<file path="src/pkg/flash_lock_pkg.sv">
// Shared constants, codes and carrier types of the flash lock controller
package flash_lock_pkg;

  // ****************************************************************
  // Flash bus shape
  // ****************************************************************
  localparam int ADDR_W = 22;
  localparam int DATA_W = 16;

  // ****************************************************************
  // Flash command codes
  // ****************************************************************
  localparam logic [7:0] CMD_LOCK_SETUP  = 8'h60;
  localparam logic [7:0] CMD_LOCK        = 8'h01;
  localparam logic [7:0] CMD_LOCKDOWN    = 8'h2F;
  localparam logic [7:0] CMD_UNLOCK      = 8'hD0;
  localparam logic [7:0] CMD_READ_ID     = 8'h90;
  localparam logic [7:0] CMD_READ_STATUS = 8'h70;
  localparam logic [7:0] CMD_READ_ARRAY  = 8'hFF;
  localparam logic [ADDR_W-1:0] LOCK_WORD_OFFSET = 22'h00_0002;

  // Status and identifier bit positions
  localparam int SR_READY_BIT    = 7;
  localparam int SR_SEQ_ERR_BIT  = 5;
  localparam int SR_PROG_ERR_BIT = 4;
  localparam int ID_LOCK_BIT     = 0;
  localparam int ID_LOCKDOWN_BIT = 1;

  // ****************************************************************
  // Flash bus timing
  // ****************************************************************
  localparam int CLK_PERIOD_NS = 20;
  localparam int T_SETUP_NS    = 20;
  localparam int T_PULSE_NS    = 60;
  localparam int T_ACCESS_NS   = 100;
  localparam int T_HOLD_NS     = 20;
  localparam int SYNC_CYC      = 3;
  localparam logic [3:0] SETUP_CYC =
    4'((T_SETUP_NS + CLK_PERIOD_NS - 1) / CLK_PERIOD_NS);
  localparam logic [3:0] PULSE_CYC =
    4'((T_PULSE_NS + CLK_PERIOD_NS - 1) / CLK_PERIOD_NS);
  localparam logic [3:0] READ_CYC =
    4'((T_ACCESS_NS + CLK_PERIOD_NS - 1) / CLK_PERIOD_NS + SYNC_CYC);
  localparam logic [3:0] HOLD_CYC =
    4'((T_HOLD_NS + CLK_PERIOD_NS - 1) / CLK_PERIOD_NS);

  // ****************************************************************
  // Software registers (byte offsets) and fields
  // ****************************************************************
  localparam logic [7:0] REG_CTRL     = 8'h00;
  localparam logic [7:0] REG_ADDR     = 8'h04;
  localparam logic [7:0] REG_STAT     = 8'h08;
  localparam logic [7:0] REG_WP       = 8'h0C;
  localparam logic [7:0] REG_IRQ_STAT = 8'h10;
  localparam logic [7:0] REG_IRQ_MASK = 8'h14;
  localparam logic [7:0] REG_RDATA    = 8'h18;

  localparam logic [2:0] OP_NONE     = 3'h0;
  localparam logic [2:0] OP_LOCK     = 3'h1;
  localparam logic [2:0] OP_LOCKDOWN = 3'h2;
  localparam logic [2:0] OP_UNLOCK   = 3'h3;
  localparam logic [2:0] OP_RD_STAT  = 3'h4;
  localparam logic [2:0] OP_CLR_STAT = 3'h5;
  localparam logic [2:0] OP_RD_LOCK  = 3'h6;
  localparam logic [2:0] OP_RAW      = 3'h7;

  localparam int IRQ_DONE  = 0;
  localparam int IRQ_ERR   = 1;
  localparam int IRQ_VFAIL = 2;

  localparam logic        WP_RESET   = 1'b0;
  localparam logic [2:0]  MASK_RESET = 3'h0;

  // ****************************************************************
  // Carriers
  // ****************************************************************
  typedef struct packed {
    logic              wr;
    logic [ADDR_W-1:0] addr;
    logic [DATA_W-1:0] data;
  } fl_req_t;

  typedef struct packed {
    logic              ce_n;
    logic              we_n;
    logic              oe_n;
    logic [ADDR_W-1:0] addr;
    logic [DATA_W-1:0] dq_o;
    logic              dq_oe;
  } fl_pins_t;

endpackage : flash_lock_pkg

</file>
<file path="src/core/flash_lock_host.sv">
// Host controller that drives block lock sequences onto a flash bus
`timescale 1ns/1ps
`default_nettype none
// How it works
// Rising protect pin: block takes pin-high state
// Falling protect pin: lock-down blocks relock
// Lock: setup code, then lock confirm, same address
// Unlock: setup code, then unlock confirm
// After lock command, reads return status
// Lock change completes within one command cycle
// Bad confirm sets both error flags
// Identifier read at base plus two
// Host verifies lock bits after each change
// Error flags stay until clear status
// Clear status after error, then read array
// Status ready bit shows engine idle
// Unlocked blocks allow erase and program
// Reset leaves every block locked, not down
// Lock-down on unlocked block also locks
// Lock-down ignores commands while pin low
// Device keeps per-block lock state bits
// Locked blocks refuse erase and program
module flash_lock_host
  import flash_lock_pkg::*;
#(
  parameter logic [7:0] CMD_CLEAR_STATUS = 8'h50
) (
  input  wire logic              clk,
  input  wire logic              resetn,
  input  wire logic              psel,
  input  wire logic              penable,
  input  wire logic              pwrite,
  input  wire logic [31:0]       paddr,
  input  wire logic [31:0]       pwdata,
  output logic [31:0]            prdata,
  output logic                   pready,
  output logic                   pslverr,
  output logic                   irq,
  output fl_pins_t               fl_pins,
  input  wire logic [DATA_W-1:0] fl_dq_i,
  output logic                   wp_n
);

  typedef enum logic [3:0] {
    S_IDLE, S_SETUP, S_CONFIRM, S_STAT, S_CLR, S_ID, S_IDRD, S_ARRAY, S_RSTW, S_RSTR
  } seq_t;

  function automatic logic mapped(input logic [7:0] a);
    mapped = (a == REG_CTRL) || (a == REG_ADDR) || (a == REG_STAT) || (a == REG_WP) ||
             (a == REG_IRQ_STAT) || (a == REG_IRQ_MASK) || (a == REG_RDATA);
  endfunction : mapped

  seq_t              st_q, st_d;
  fl_req_t           req;
  logic              req_valid;
  logic              done;
  logic [DATA_W-1:0] rdata;
  logic [2:0]        op_q, op_d;
  logic [7:0]        code_q, code_d;
  logic [ADDR_W-1:0] addr_q, addr_d;
  logic              wp_q, wp_d;
  logic [2:0]        mask_q, mask_d;
  logic [2:0]        irq_q, irq_d;
  logic [2:0]        ev;
  logic              err_q, err_d;
  logic              vfail_q, vfail_d;
  logic [7:0]        sbyte_q, sbyte_d;
  logic [DATA_W-1:0] idw_q, idw_d;
  logic [31:0]       prdata_q, prdata_d;
  logic              sr_err;
  logic              id_ok;
  logic              wr_acc;
  logic              rd_acc;
  logic [7:0]        reg_a;

  flash_bus_cycle u_cycle (
    .clk       (clk),
    .resetn    (resetn),
    .req_valid (req_valid),
    .req       (req),
    .done      (done),
    .rdata     (rdata),
    .pins      (fl_pins),
    .dq_i      (fl_dq_i)
  );

  assign sr_err = rdata[SR_SEQ_ERR_BIT] && rdata[SR_PROG_ERR_BIT];
  assign reg_a  = {paddr[7:2], 2'b00};
  assign wr_acc = psel && penable && pwrite && mapped(reg_a);
  assign rd_acc = psel && penable && !pwrite && mapped(reg_a);

  // Expected identifier bits for the operation just performed
  always_comb begin
    case (op_q)
      OP_LOCK:     id_ok = rdata[ID_LOCK_BIT];
      OP_LOCKDOWN: id_ok = rdata[ID_LOCK_BIT] && rdata[ID_LOCKDOWN_BIT];
      OP_UNLOCK:   id_ok = !rdata[ID_LOCK_BIT];
      default:     id_ok = 1'b1;
    endcase
  end

  // ****************************************************************
  // Command sequencer
  // ****************************************************************
  always_comb begin
    st_d      = st_q;
    ev        = 3'h0;
    req_valid = (st_q != S_IDLE);
    req       = '{wr: 1'b1, addr: addr_q, data: '0};
    case (st_q)
      S_IDLE: begin
        if (wr_acc && reg_a == REG_CTRL && pwdata[2:0] != OP_NONE) begin
          case (pwdata[2:0])
            OP_RD_STAT:  st_d = S_RSTW;
            OP_CLR_STAT: st_d = S_CLR;
            OP_RD_LOCK:  st_d = S_ID;
            default:     st_d = S_SETUP;
          endcase
        end
      end
      S_SETUP: begin
        req.data = {8'h00, CMD_LOCK_SETUP};
        if (done) st_d = S_CONFIRM;
      end
      S_CONFIRM: begin
        case (op_q)
          OP_LOCK:     req.data = {8'h00, CMD_LOCK};
          OP_LOCKDOWN: req.data = {8'h00, CMD_LOCKDOWN};
          OP_UNLOCK:   req.data = {8'h00, CMD_UNLOCK};
          default:     req.data = {8'h00, code_q};
        endcase
        // The change completes inside one command cycle, so no busy poll
        if (done) st_d = S_STAT;
      end
      S_STAT: begin
        req.wr = 1'b0;
        if (done) begin
          ev[IRQ_ERR] = sr_err;
          st_d        = sr_err ? S_CLR : S_ID;
        end
      end
      S_CLR: begin
        req.data = {8'h00, CMD_CLEAR_STATUS};
        if (done) begin
          st_d = (op_q == OP_CLR_STAT) ? S_IDLE : S_ARRAY;
          ev[IRQ_DONE] = (op_q == OP_CLR_STAT);
        end
      end
      S_ID: begin
        req.data = {8'h00, CMD_READ_ID};
        if (done) st_d = S_IDRD;
      end
      S_IDRD: begin
        req.wr   = 1'b0;
        req.addr = addr_q + LOCK_WORD_OFFSET;
        if (done) begin
          ev[IRQ_VFAIL] = !id_ok;
          st_d          = S_ARRAY;
        end
      end
      S_ARRAY: begin
        req.data = {8'h00, CMD_READ_ARRAY};
        if (done) begin
          ev[IRQ_DONE] = 1'b1;
          st_d         = S_IDLE;
        end
      end
      S_RSTW: begin
        req.data = {8'h00, CMD_READ_STATUS};
        if (done) st_d = S_RSTR;
      end
      S_RSTR: begin
        req.wr = 1'b0;
        // Keep reading status until the engine reports ready
        if (done && rdata[SR_READY_BIT]) begin
          ev[IRQ_DONE] = 1'b1;
          ev[IRQ_ERR]  = sr_err;
          st_d         = S_IDLE;
        end
      end
      default: st_d = S_IDLE;
    endcase
  end

  always_ff @(posedge clk or negedge resetn) begin
    if (!resetn) st_q <= S_IDLE;
    else         st_q <= st_d;
  end

  // ****************************************************************
  // Software registers
  // ****************************************************************
  always_comb begin
    op_d     = op_q;
    code_d   = code_q;
    addr_d   = addr_q;
    wp_d     = wp_q;
    mask_d   = mask_q;
    err_d    = err_q;
    vfail_d  = vfail_q;
    sbyte_d  = sbyte_q;
    idw_d    = idw_q;
    prdata_d = prdata_q;
    irq_d    = irq_q;
    if (st_q == S_IDLE && wr_acc && reg_a == REG_CTRL) begin
      op_d   = pwdata[2:0];
      code_d = pwdata[15:8];
    end
    if (st_q == S_IDLE && wr_acc && reg_a == REG_ADDR) addr_d = pwdata[ADDR_W-1:0];
    if (wr_acc && reg_a == REG_WP)       wp_d   = pwdata[0];
    if (wr_acc && reg_a == REG_IRQ_MASK) mask_d = pwdata[2:0];
    if (done && (st_q == S_STAT || st_q == S_RSTR)) sbyte_d = rdata[7:0];
    if (done && st_q == S_IDRD) idw_d = rdata;
    if (st_q == S_IDLE && st_d != S_IDLE) begin
      err_d   = 1'b0;
      vfail_d = 1'b0;
    end
    if (ev[IRQ_ERR])   err_d   = 1'b1;
    if (ev[IRQ_VFAIL]) vfail_d = 1'b1;
    if (psel && !penable) begin
      case ({paddr[7:2], 2'b00})
        REG_CTRL:     prdata_d = {16'h0000, code_q, 5'h00, op_q};
        REG_ADDR:     prdata_d = {{(32 - ADDR_W){1'b0}}, addr_q};
        REG_STAT:     prdata_d = {29'h0, vfail_q, err_q, st_q != S_IDLE};
        REG_WP:       prdata_d = {31'h0, wp_q};
        REG_IRQ_STAT: prdata_d = {29'h0, irq_q};
        REG_IRQ_MASK: prdata_d = {29'h0, mask_q};
        REG_RDATA:    prdata_d = {idw_q, 8'h00, sbyte_q};
        default:      prdata_d = 32'h0000_0000;
      endcase
    end
    // A read clears only the bits it reported; an event after its setup cycle survives
    if (rd_acc && reg_a == REG_IRQ_STAT) irq_d = irq_q & ~prdata_q[2:0];
    irq_d = irq_d | ev;
  end

  always_ff @(posedge clk or negedge resetn) begin
    if (!resetn) begin
      op_q     <= OP_NONE;
      code_q   <= 8'h00;
      addr_q   <= '0;
      wp_q     <= WP_RESET;
      mask_q   <= MASK_RESET;
      err_q    <= 1'b0;
      vfail_q  <= 1'b0;
      sbyte_q  <= 8'h00;
      idw_q    <= '0;
      prdata_q <= 32'h0000_0000;
      irq_q    <= 3'h0;
    end else begin
      op_q     <= op_d;
      code_q   <= code_d;
      addr_q   <= addr_d;
      wp_q     <= wp_d;
      mask_q   <= mask_d;
      err_q    <= err_d;
      vfail_q  <= vfail_d;
      sbyte_q  <= sbyte_d;
      idw_q    <= idw_d;
      prdata_q <= prdata_d;
      irq_q    <= irq_d;
    end
  end

  assign prdata  = prdata_q;
  assign pready  = 1'b1;
  assign pslverr = psel && penable && !mapped(reg_a);
  assign irq     = |(irq_q & mask_q);
  assign wp_n    = wp_q;

  // ****************************************************************
  // Checks
  // ****************************************************************
  logic [DATA_W-1:0] last_wdata_q;
  logic [ADDR_W-1:0] last_waddr_q;

  always_ff @(posedge clk or negedge resetn) begin
    if (!resetn) begin
      last_wdata_q <= '0;
      last_waddr_q <= '0;
    end else if (done && req.wr) begin
      last_wdata_q <= req.data;
      last_waddr_q <= req.addr;
    end
  end

  property p_confirm_after_setup;
    @(posedge clk) disable iff (!resetn)
      (done && st_q == S_CONFIRM) |->
        (last_wdata_q[7:0] == CMD_LOCK_SETUP) && (req.addr == last_waddr_q);
  endproperty
  a_confirm_after_setup: assert property (p_confirm_after_setup)
    else $error("confirm not preceded by setup at same address");

  property p_unlock_code;
    @(posedge clk) disable iff (!resetn)
      (st_q == S_SETUP && done && op_q == OP_UNLOCK) ##1 (st_q == S_CONFIRM)[*1]
        |-> req.data[7:0] == CMD_UNLOCK;
  endproperty
  a_unlock_code: assert property (p_unlock_code)
    else $error("unlock confirm carries wrong code");

  property p_id_read;
    @(posedge clk) disable iff (!resetn)
      (done && st_q == S_IDRD) |->
        !req.wr && last_wdata_q[7:0] == CMD_READ_ID && req.addr == addr_q + LOCK_WORD_OFFSET;
  endproperty
  a_id_read: assert property (p_id_read)
    else $error("lock word read not at base plus two after id command");

  property p_unlock_verify;
    @(posedge clk) disable iff (!resetn)
      (done && st_q == S_IDRD && op_q == OP_UNLOCK && rdata[ID_LOCK_BIT])
        |=> irq_q[IRQ_VFAIL] && vfail_q && st_q == S_ARRAY;
  endproperty
  a_unlock_verify: assert property (p_unlock_verify)
    else $error("failed unlock not reported");

  property p_clear_after_err;
    @(posedge clk) disable iff (!resetn)
      (done && st_q == S_STAT && sr_err) |=> st_q == S_CLR ##1 req.data[7:0] == CMD_CLEAR_STATUS;
  endproperty
  a_clear_after_err: assert property (p_clear_after_err)
    else $error("error not followed by clear status");

  property p_array_last;
    @(posedge clk) disable iff (!resetn)
      ($fell(req_valid) && $past(op_q) != OP_RD_STAT && $past(op_q) != OP_CLR_STAT)
        |-> last_wdata_q[7:0] == CMD_READ_ARRAY;
  endproperty
  a_array_last: assert property (p_array_last)
    else $error("sequence ended without read array");

  property p_status_poll;
    @(posedge clk) disable iff (!resetn)
      (done && st_q == S_RSTR && !rdata[SR_READY_BIT]) |=> (st_q == S_RSTR && req_valid);
  endproperty
  a_status_poll: assert property (p_status_poll)
    else $error("busy status not polled again");

  c_lock_done: cover property (@(posedge clk) disable iff (!resetn)
    st_q == S_ARRAY && done && op_q == OP_LOCK);
  c_error_path: cover property (@(posedge clk) disable iff (!resetn)
    st_q == S_CLR && done && op_q == OP_RAW);
  c_poll_busy: cover property (@(posedge clk) disable iff (!resetn)
    st_q == S_RSTR && done && !rdata[SR_READY_BIT]);

endmodule : flash_lock_host
`default_nettype wire

</file>
<file path="src/core/flash_bus_cycle.sv">
// One asynchronous flash bus write or read cycle, timed from the system clock
`timescale 1ns/1ps
`default_nettype none
module flash_bus_cycle
  import flash_lock_pkg::*;
(
  input  wire logic              clk,
  input  wire logic              resetn,
  input  wire logic              req_valid,
  input  wire fl_req_t           req,
  output logic                   done,
  output logic [DATA_W-1:0]      rdata,
  output fl_pins_t               pins,
  input  wire logic [DATA_W-1:0] dq_i
);

  typedef enum logic [2:0] {E_IDLE, E_SETUP, E_STROBE, E_SETTLE, E_HOLD, E_DONE} eng_t;

  eng_t              st_q, st_d;
  logic [3:0]        cnt_q, cnt_d;
  logic              wr_q, wr_d;
  fl_pins_t          pins_q, pins_d;
  logic [DATA_W-1:0] rdata_q, rdata_d;
  logic [DATA_W-1:0] s1_q, s2_q, s3_q;

  // ****************************************************************
  // Data pin synchroniser
  // ****************************************************************
  always_ff @(posedge clk or negedge resetn) begin
    if (!resetn) begin
      s1_q <= '0;
      s2_q <= '0;
      s3_q <= '0;
    end else begin
      s1_q <= dq_i;
      s2_q <= s1_q;
      s3_q <= s2_q;
    end
  end

  // ****************************************************************
  // Cycle sequencer
  // ****************************************************************
  always_comb begin
    st_d    = st_q;
    cnt_d   = cnt_q;
    wr_d    = wr_q;
    pins_d  = pins_q;
    rdata_d = rdata_q;
    case (st_q)
      E_IDLE: begin
        if (req_valid) begin
          wr_d         = req.wr;
          pins_d.ce_n  = 1'b0;
          pins_d.addr  = req.addr;
          pins_d.dq_o  = req.data;
          pins_d.dq_oe = req.wr;
          cnt_d        = SETUP_CYC - 4'd1;
          st_d         = E_SETUP;
        end
      end
      E_SETUP: begin
        if (cnt_q == 4'd0) begin
          pins_d.we_n = !wr_q;
          pins_d.oe_n = wr_q;
          cnt_d       = wr_q ? PULSE_CYC - 4'd1 : READ_CYC - 4'd1;
          st_d        = E_STROBE;
        end else begin
          cnt_d = cnt_q - 4'd1;
        end
      end
      E_STROBE: begin
        if (cnt_q != 4'd0) begin
          cnt_d = cnt_q - 4'd1;
        end else if (wr_q) begin
          // Data is latched by the device on the rising write strobe
          pins_d.we_n = 1'b1;
          cnt_d       = HOLD_CYC - 4'd1;
          st_d        = E_HOLD;
        end else begin
          st_d = E_SETTLE;
        end
      end
      E_SETTLE: begin
        // Only a word seen twice in a row is trusted
        if (s2_q == s3_q) begin
          rdata_d     = s3_q;
          pins_d.oe_n = 1'b1;
          cnt_d       = HOLD_CYC - 4'd1;
          st_d        = E_HOLD;
        end
      end
      E_HOLD: begin
        if (cnt_q == 4'd0) begin
          pins_d.ce_n  = 1'b1;
          pins_d.dq_oe = 1'b0;
          st_d         = E_DONE;
        end else begin
          cnt_d = cnt_q - 4'd1;
        end
      end
      E_DONE: st_d = E_IDLE;
      default: st_d = E_IDLE;
    endcase
  end

  always_ff @(posedge clk or negedge resetn) begin
    if (!resetn) begin
      st_q    <= E_IDLE;
      cnt_q   <= 4'd0;
      wr_q    <= 1'b0;
      pins_q  <= '{ce_n: 1'b1, we_n: 1'b1, oe_n: 1'b1, addr: '0, dq_o: '0, dq_oe: 1'b0};
      rdata_q <= '0;
    end else begin
      st_q    <= st_d;
      cnt_q   <= cnt_d;
      wr_q    <= wr_d;
      pins_q  <= pins_d;
      rdata_q <= rdata_d;
    end
  end

  assign done  = (st_q == E_DONE);
  assign rdata = rdata_q;
  assign pins  = pins_q;

endmodule : flash_bus_cycle
`default_nettype wire

</file>
<file path="config.mk">
export PLATFORM = sky130hd
export DESIGN_NAME = flash_lock_host
export DESIGN_NICKNAME = d
export VERILOG_FILES = /design/src/pkg/flash_lock_pkg.sv /design/src/core/flash_lock_host.sv /design/src/core/flash_bus_cycle.sv
export SDC_FILE = /design/constraint.sdc
export NUM_CORES = 1
export LEC_CHECK = 0
export BUFFER_PORTS_ARGS = -buffer_cell sky130_fd_sc_hd__buf_2
export CORE_ASPECT_RATIO = 1.75
export CORE_UTILIZATION = 37
export CTS_BUF_LIST = sky130_fd_sc_hd__clkbuf_4
export CTS_CLUSTER_DIAMETER = 30
export DETAILED_ROUTE_END_ITERATION = 8
export GPL_TIMING_DRIVEN = 0
export PLACE_DENSITY = 0.63
export SYNTH_ARGS = -nofsm -noshare
export SYNTH_HDL_FRONTEND = slang
export SYNTH_SLANG_ARGS = --single-unit
</file>
<file path="constraint.sdc">
create_clock -name clk -period 6.5 [get_ports clk]
set_clock_uncertainty 0.2 [all_clocks]
set_input_delay 1.3 -clock clk [delete_from_list [all_inputs] [get_ports clk]]
set_output_delay 1.3 -clock clk [all_outputs]
set_load 0.05 [all_outputs]
</file>
**Yosys cells after proc, flatten, opt, wreduce, memory -nomap -nowiden**

Index checks and enable logic that the tools add are counted.

- Add/subtract/negate cells: 2
- Multiplexer cells: 59
- Reductions and logical operators: 58
- Bitwise gates (word level): 4
- Eq/ne operators: 36

Operator list:

| cell | count |
|---|---|
| one-hot mux 32 bit (7 select lines) | 1 |
| 2-to-1 mux 4 bit | 16 |
| one-hot mux 8 bit (6 select lines) | 1 |
| one-hot mux 4 bit (10 select lines) | 1 |
| 2-to-1 mux 3 bit | 9 |
| one-hot mux 8 bit (3 select lines) | 1 |
| adder 22 x 2 -> 22 bit (second input constant) | 1 |
| 2-to-1 mux 22 bit | 1 |
| logical AND 1 bit | 21 |
| one-hot mux 4 bit (5 select lines) | 1 |
| equality test 3 bit (second input constant) | 6 |
| equality test 6 x 3 -> 1 bit (second input constant) | 3 |
| 2-to-1 mux 1 bit | 17 |
| equality test 16 bit | 1 |
| equality test 4 x 3 -> 1 bit (second input constant) | 4 |
| one-hot mux 3 bit (5 select lines) | 1 |
| equality test 3 x 2 -> 1 bit (second input constant) | 4 |
| equality test 6 x 2 -> 1 bit (second input constant) | 2 |
| one-hot mux 4 bit (3 select lines) | 1 |
| nonzero test 4 bit | 3 |
| one-hot mux 1 bit (2 select lines) | 5 |
| AND reduction 5 bit | 2 |
| nonzero test 2 bit | 5 |
| equality test 4 x 2 -> 1 bit (second input constant) | 2 |
| other kinds (25) | 50 |

- Bits in registers: 208
- Logic and storage cells: 184

**Longest topological paths before layout**

Gate-level depths: netlist of run 1.

- Depth in word-level cells: 16
- Gate-level depth with buffers: 8

**By module**

A second synthesis of run 1 with hierarchy kept.

- Cells, all modules: 743
- Area total of the unflattened synthesis: 9,359.0 µm²

By module, submodules not included:

| module | instances | cells each | area an instance (µm²) |
|---|---|---|---|
| flash_lock_host | 1 | 470 | 5,190.0 |
| flash_bus_cycle | 1 | 273 | 4,169.0 |

**Worst setup path after synthesis of run 1**

OpenSTA, ideal clock, no wires.

- Path type: input to output
- Start point: in paddr[2]
- End point: out pslverr
- Setup slack: 2.547 ns
- Data required time: 5.000 ns
- Stages on the path: 3
- Data arrival time: 2.453 ns
- Path through: clkbuf_1 > a31oi_1 > nor2_1

- Cells in the longest elaborated chain, start to end: 9
- Elaborated cells on any way between the ends: 15
- Classes of those cells: eq/ne (6); reduce/logical (9)

RTL lines:

| item | RTL line | text |
|---|---|---|
| start: declaration | flash_lock_host.sv:33 | `input wire logic [31:0] paddr,` |
| equality test 6 x 1 -> 1 bit or logical NOT 8 bit (tied branches) | flash_lock_host.sv:49 | `mapped = (a == REG_CTRL) \|\| (a == REG_ADDR) \|\| (a == REG_STAT) \|\| (a == REG_WP) \|\|` |
| logical OR 1 bit (4 in a row) | flash_lock_host.sv:49 |  |
| logical OR 1 bit | flash_lock_host.sv:50 | `(a == REG_IRQ_STAT) \|\| (a == REG_IRQ_MASK) \|\| (a == REG_RDATA);` |
| logical OR 1 bit (*) | flash_lock_host.sv:50 |  |
| logical NOT 1 bit (*) | flash_lock_host.sv:267 | `assign pslverr = psel && penable && !mapped(reg_a);` |
| logical AND 1 bit (*) | flash_lock_host.sv:267 |  |
| end: declaration | flash_lock_host.sv:37 | `output logic pslverr,` |

Every way passes the cells marked *; elsewhere a longest branch is shown, timed or not.

**Final worst setup path of run 1**

- Start point: in paddr[5]
- End point: out pslverr

The elaborated chain is that of the path after synthesis.

==> key figures, run 1 <==
Place
  – Number of input and output port buffers inserted: 115
  – Number of cells after detailed placement: 1266
  – RD Place Congestion: 0.874
  – Detailed placer's ending HPWL: 17.2 mm

Detailed routing
  – DRC Markers: 0
  – DRC marker count from the first detailed-route iteration: 455
  – Final ANT Viol Nets: 0
  – Drt total wl: 23.1 mm
  – WL/cell: 17.0 um
  – Total vias in the final route: 6871
  – First-pass detailed-route iteration total: 4
  – Average vias per placed instance: 5.05

STA
  – Slew headroom: 13.9%
  – Final critical path time including I/O delays and setup: 4.15 ns
  – Total Neg Setup Slack: 0 ns
  – Actual transition at the worst max-transition pin: 1.28 ns
  – Part of the cycle the worst path needs: 63.8%
  – RSZ-0062 raised after global routing: no
  – Number of failing setup endpoints in the final timing report: 0
  – Maximum frequency from static timing analysis: 241 MHz
  – Final max-slew violation count: 0
  – Worst hold-check slack: 0.148 ns
  – Final hold violations: 0

Power and ir drop
  – Power per cell area: 294 mW/mm^2
  – Worst ir drop on vdd: 0.165 mV
  – Pleak: 5.21 nW

Clock tree
  – Count of hold-fix buffers inserted at cts: 0
  – TritonCTS buffer count: 50
  – TritonCTS clock tree: built
  – Total clock sinks: 208
  – Count of instances resized after the clock tree is built: 0
  – Setup Buffers After CTS: 0
  – Clock latency reported for the late side of the worst-skew pair: 0.68 ns
  – Number of levels the H-tree was split into: 2
  – Clock root buffer: clkbuf_4
  – Worst-path clk slew: 0.06 ns
  – Longest Clk Path Bufs: 3

Global routing
  – Via count of the first global-routing pass: 7063
  – Number of antenna violations at the first check in global routing: 5
  – Overall fraction of global-route tracks in use: 18.9%
  – Largest net degree at the start of global routing: 119
  – Remaining Overflow, GRT: 0
  – First-pass GRT wire length: 36.7 mm

Layout
  – Post-Layout Cell Count: 1361
  – Relative area change from synthesis to final layout: 18.8%
  – Share of layout cells above drive strength 1: 26.2%
  – Final net count: 1097
  – Final-layout fill cell count: 2405
  – Register cell area after layout: 0.00521 mm^2
  – Footprint of the multi-input gates: 0.00355 mm^2

Critical path
  – Highest net fanout along the worst path: 6
  – Number of logic stages on the critical path including buffering: 6
  – Critical path class: in2out
  – Critical path data arrival time: 2.65 ns
  – Critical Path, Cell by Cell: buf_2 -> or3_1 -> clkbuf_1 -> a31oi_1 -> nor2_1 -> buf_2
  – Cell family contributing the most delay on the critical path: buffers and inverters
  – Startpoint types: primary input
  – Worst reg2reg path depth: 6
  – Crit-path most repeated cell: buf_2
  – Buffers and inverters on the worst path: 3
  – Slowest stage delay, CP: 0.39 ns
  – Slowest CP cell: or3_1
  – Crit path required time: 5.00 ns
  – CP Capture Type: primary output

Die
  – Initial core utilization: 37.7%
  – # IOs: 163
  – Row count: 75
  – Area of the die: 0.0251 mm^2
  – Height of the chip: 209 um
  – Core Box Area: 0.0240 mm^2
  – Horiz. Die Dim: 120 um

Run status
  – Run status: complete, no violations

Synth
  – Synth Warn #: 0
  – Share of async-settable or async-resettable flops after synthesis: 100%
  – Synthesized flop and latch total: 208
  – Post-synthesis sequential area ratio: 57.5%
  – Count of cell types in the netlist: 68
  – Mean cell area of the mapped netlist: 10.8 um^2
  – Cell accounting for the most synthesized area: dfrtp_1
  – Combined area of all synthesized cells: 0.00905 mm^2
  – Share of Yosys cell area claimed by the top area cell type: 56.7%
  – Ranking of synthesized cells by area: dfrtp_1 57%, nand2_1 5.4%, mux2_2 5.1%
  – Gate count after technology mapping: 835
  – Ys flop type: dfrtp_1
  – Number of enable-type register cells in the synthesized netlist: 0

Flow run
  – Max-cap violation count: 0

Worst hold path
  – Worst hold stages: 0
  – Worst min-delay path class: reg2reg
## state kept, by name, summed over array words and instances (netlist names)
register       cells
u_cycle.pins      34
prdata            32
addr_q            22
idw_q             16
u_cycle.rdata     16
u_cycle.s1_q      16
u_cycle.s2_q      16
u_cycle.s3_q      16
code_q             8
sbyte_q            8
st_q               4
u_cycle.cnt_q      4
irq_q              3
mask_q             3
op_q               3
u_cycle.st_q       3
err_q              1
u_cycle.wr_q       1
vfail_q            1
wp_n               1
## worst paths after layout
path	from	to	slack (ns)
hold reg to reg	u_cycle.s1_q[3]	u_cycle.s2_q[3]	0.15
min in group asynchronous	resetn	u_cycle.wr_q	0.41
hold / removal	u_cycle.s1_q[3]	u_cycle.s2_q[3]	0.15
setup / recovery	paddr[5]	pslverr	2.35
max in group asynchronous	resetn	u_cycle.s2_q[12]	4.64
setup reg to reg	st_q[3]	u_cycle.pins[8]	3.39
## cell type report
class	instances	share of cell area [%]
Multi-Input combinational cell	564	33.0
Clock buffer	78	5.44
Clock inverter	14	0.825
Antenna cell	3	0.0698
Timing Repair Buffer	116	5.70
Inverter	15	0.523
Sequential cell	208	48.4
Tap cell	308	3.58
Buffer	55	2.50
## placed cells by master, fill, tap and decap left out, types with 14 or more instances in the layout
cell and n:
mux2_1 20, mux2_2 41, nand3_1 19, a221oi_1 21
a21oi_1 26, o21ai_0 39, dfrtp_1 205, nor2_1 71
inv_1 15, clkbuf_4 78, xnor2_1 32, nand2_1 130
nor3_1 14, buf_2 122, clkbuf_1 34
## worst reg2reg max path, cell delays in order (launching register included)
cell	delay (ns)
dfrtp_1	0.46
nor4_1	1.05
nor2_1	0.20
nand2_1	0.33
clkbuf_1	0.57
nand2_1	0.12
o31ai_1	0.08
## routing by layer
layer  wire length (um)  vias to the layer above  track usage [%]
met5                 18                        -                0
met1               8440                     3303             19.6
met4                888                        4             9.71
met2              12600                      204             35.0
li1                   -                     3303                -
met3               1190                       57             4.37
## power by group
part / switching, mW / total (mW) / internal, mW
Sequential: 0.0636 / 1.45 / 1.38
Clock: 0.522 / 1.11 / 0.588
Combinational: 0.414 / 0.606 / 0.192
Total: 1.00 / 3.16 / 2.16
## through the flow
stage                     cell area (um^2)  setup WS, ns  power (mW)  utilization, %
after floorplan                       9080          2.55        1.90               -
after global placement               10000         0.382        2.07            41.8
after detailed placement             10100          2.34        2.08            42.0
after CTS                            10800          2.33        3.20            44.8
after global routing                 10800          2.28        3.33            44.8
final                                10800          2.35        3.16            44.8
## logic make-up (layout without fill, tap and decap cells)
family	after synthesis	count (layout)	share of synthesized area [%]
xor gates and xnor gates	38	38	3.68
DFF	208	208	57.5
other	2	12	0.0829
buffers and inverters	70	278	3.59
and+or+nand+nor	305	305	15.9
muxes	66	66	8.14
AOI/OAI and AO/OA	144	144	10.8
adders and majority gates	2	2	0.276
## cell usage after synthesis (3+ instances only)
master    count
mux2i_1       5
nand2_1     130
o21a_1        4
mux2_2       41
buf_4        10
a31oi_1       5
and3_1        8
nand3_1      19
nor3b_1       3
dfstp_2       3
nor2_1       71
a21oi_1      26
nand4_1      10
a31o_2        3
nor2b_1       9
xor2_1        6
nand3b_1      4
nor4_1        4
nor3_1       14
dfrtp_1     205
a22oi_1       3
nand2b_1     10
clkbuf_1     34
a22o_1        8
o31ai_1       4
mux2_1       20
inv_1        15
buf_2         8
o22ai_1       4
o211ai_1      3
a221oi_1     21
o21ai_0      39
xnor2_1      32
a211oi_1      6
and4_1        4
Power figures use the tool's default switching activity.
==> run 2: changes to the inputs <==
Settings changed: PLACE_DENSITY 0.63 to 0.65.
Clock period 6.5 ns to 3.6 ns, I/O delays scaled along.
==> key figures, run 2 (same netlist as run 1, synthesis figures left out) <==
Run status
  – Run status: complete, no violations

STA
  – Final hold violations: 0
  – Final max-slew violation count: 0
  – Actual transition at the worst max-transition pin: 1.19 ns
  – Final critical path time including I/O delays and setup: 3.01 ns
  – Part of the cycle the worst path needs: 83.5%
  – Slew headroom: 20.2%
  – Maximum frequency from static timing analysis: 333 MHz
  – Number of failing setup endpoints in the final timing report: 0
  – RSZ-0062 raised after global routing: no
  – Total Neg Setup Slack: 0 ns

Global routing
  – Via count of the first global-routing pass: 7287
  – Remaining Overflow, GRT: 0
  – First-pass GRT wire length: 37.7 mm
  – Largest net degree at the start of global routing: 107
  – Number of antenna violations at the first check in global routing: 4
  – Overall fraction of global-route tracks in use: 19.4%

Clock tree
  – Clock root buffer: clkbuf_4
  – TritonCTS clock tree: built
  – Setup Buffers After CTS: 0
  – Number of levels the H-tree was split into: 2
  – Longest Clk Path Bufs: 3
  – Count of instances resized after the clock tree is built: 0
  – Total clock sinks: 208
  – Clock latency reported for the late side of the worst-skew pair: 0.69 ns
  – Worst-path clk slew: 0.07 ns
  – Count of hold-fix buffers inserted at cts: 17
  – TritonCTS buffer count: 52

Detailed routing
  – Drt total wl: 23.4 mm
  – Total vias in the final route: 7048
  – DRC Markers: 0
  – First-pass detailed-route iteration total: 5
  – Average vias per placed instance: 5.13
  – Final ANT Viol Nets: 0
  – DRC marker count from the first detailed-route iteration: 451
  – WL/cell: 17.1 um

Place
  – Number of input and output port buffers inserted: 115
  – RD Place Congestion: 0.879
  – Number of cells after detailed placement: 1266
  – Detailed placer's ending HPWL: 17.2 mm

Power and ir drop
  – Worst ir drop on vdd: 0.199 mV
  – Power per cell area: 526 mW/mm^2
  – Pleak: 5.28 nW

Layout
  – Share of layout cells above drive strength 1: 25.9%
  – Relative area change from synthesis to final layout: 20.6%
  – Core occupancy in the finished layout: 45.5%
  – Commonest non-fill, non-tap cells in the layout: 205 x dfrtp_1, 130 x nand2_1, 122 x buf_2
  – Max FFs per register: 34
  – Post-Layout Cell Count: 1374
  – Final net count: 1116
  – Most common cell after layout, fill and taps aside: dfrtp_1

Critical path
  – Slowest stage delay, CP: 0.98 ns
  – Critical Path, Cell by Cell: nor4_1 -> nor2_1 -> nand2_1 -> clkbuf_1 -> nand2_1 -> o21ai_0
  – Buffers and inverters on the worst path: 1
  – Critical path class: reg2reg
  – Crit-path most repeated cell: nand2_1
  – CP Capture Type: register
  – Slowest CP cell: nor4_1
  – Highest net fanout along the worst path: 10
  – Crit path required time: 4.02 ns
  – Critical path data arrival time: 3.42 ns
  – Startpoint types: register
  – Cell family contributing the most delay on the critical path: simple AND/OR/NAND/NOR gates

Die
  – Row count: 75
  – Height of the chip: 209 um
  – Area of the die: 0.0251 mm^2
  – Initial core utilization: 37.7%
  – Horiz. Die Dim: 120 um
  – # IOs: 163
  – Core Box Area: 0.0240 mm^2

Worst hold path
  – Worst min-delay path class: in2reg

Flow run
  – Max-cap violation count: 0
run 2: cell types whose count changed in the layout (fill, tap and decap cells not counted):
cell / change
dlygate4sd3_1: +17
bufinv_16: +1
clkbuf_4: -8
clkinv_2: +7
clkinv_1: -4
run 2: worst paths after layout:
path | end | start | depth (start not counted) | slack [ns]
setup / recovery | u_cycle.pins[38] | st_q[3] | 6 | 0.59
hold / removal | addr_q[7] | pwdata[7] | 2 | 0.04
min in group asynchronous | u_cycle.pins[0] | resetn | 2 | 0.48
hold reg to reg | u_cycle.s2_q[2] | u_cycle.s1_q[2] | 0 | 0.15
max in group asynchronous | u_cycle.s2_q[0] | resetn | 3 | 1.75
setup reg to reg | u_cycle.pins[38] | st_q[3] | 6 | 0.59
run 2: worst reg2reg max path, cell delays in order, from the launching register on:
cell,delay [ns]
dfrtp_1,0.46
nor4_1,0.98
nor2_1,0.20
nand2_1,0.32
clkbuf_1,0.55
nand2_1,0.13
o21ai_0,0.10
run 2: stage by stage:
step           setup WS (ns)  power (mW)  hold WS (ns)  cell area [um^2]
6_report               0.593        5.74        0.0413             10900
3_3_place_gp           -1.91        3.73         0.133             10000
4_1_cts                0.540        5.82       0.00842             10900
3_5_place_dp           0.520        3.76         0.135             10100
5_1_grt                0.382        6.06       0.00997             10900
2_1_floorplan          0.807        3.43         0.131              9080
run 2: power by group:
part	internal (mW)	leakage (nW)	switching (mW)	total [mW]
sequential	2.50	2.70	0.111	2.61
clock	1.05	0.396	0.967	2.02
combinational	0.359	2.18	0.756	1.12
total	3.91	5.28	1.83	5.74
run 2: layer usage:
metal / up-vias / routed length [um] / GRT usage, % / part of all wire, %
met5: - / 10 / 0 / 0.043
met1: 3414 / 8390 / 19.5 / 36
met2: 231 / 12500 / 35.2 / 53
met3: 69 / 1310 / 4.72 / 5.6
met4: 2 / 1210 / 12.7 / 5.2
li1: 3332 / - / - / -
run 2: layout make-up:
cell class | instances | area, um^2
Antenna cell | 3 | 7.51
Buffer | 55 | 269
Clock buffer | 70 | 526
Clock inverter | 18 | 139
Fill cell | 2374 | 13100
Inverter | 15 | 56.3
Multi-Input combinational cell | 564 | 3550
Sequential cell | 208 | 5210
Tap cell | 308 | 385
Timing Repair Buffer | 133 | 783
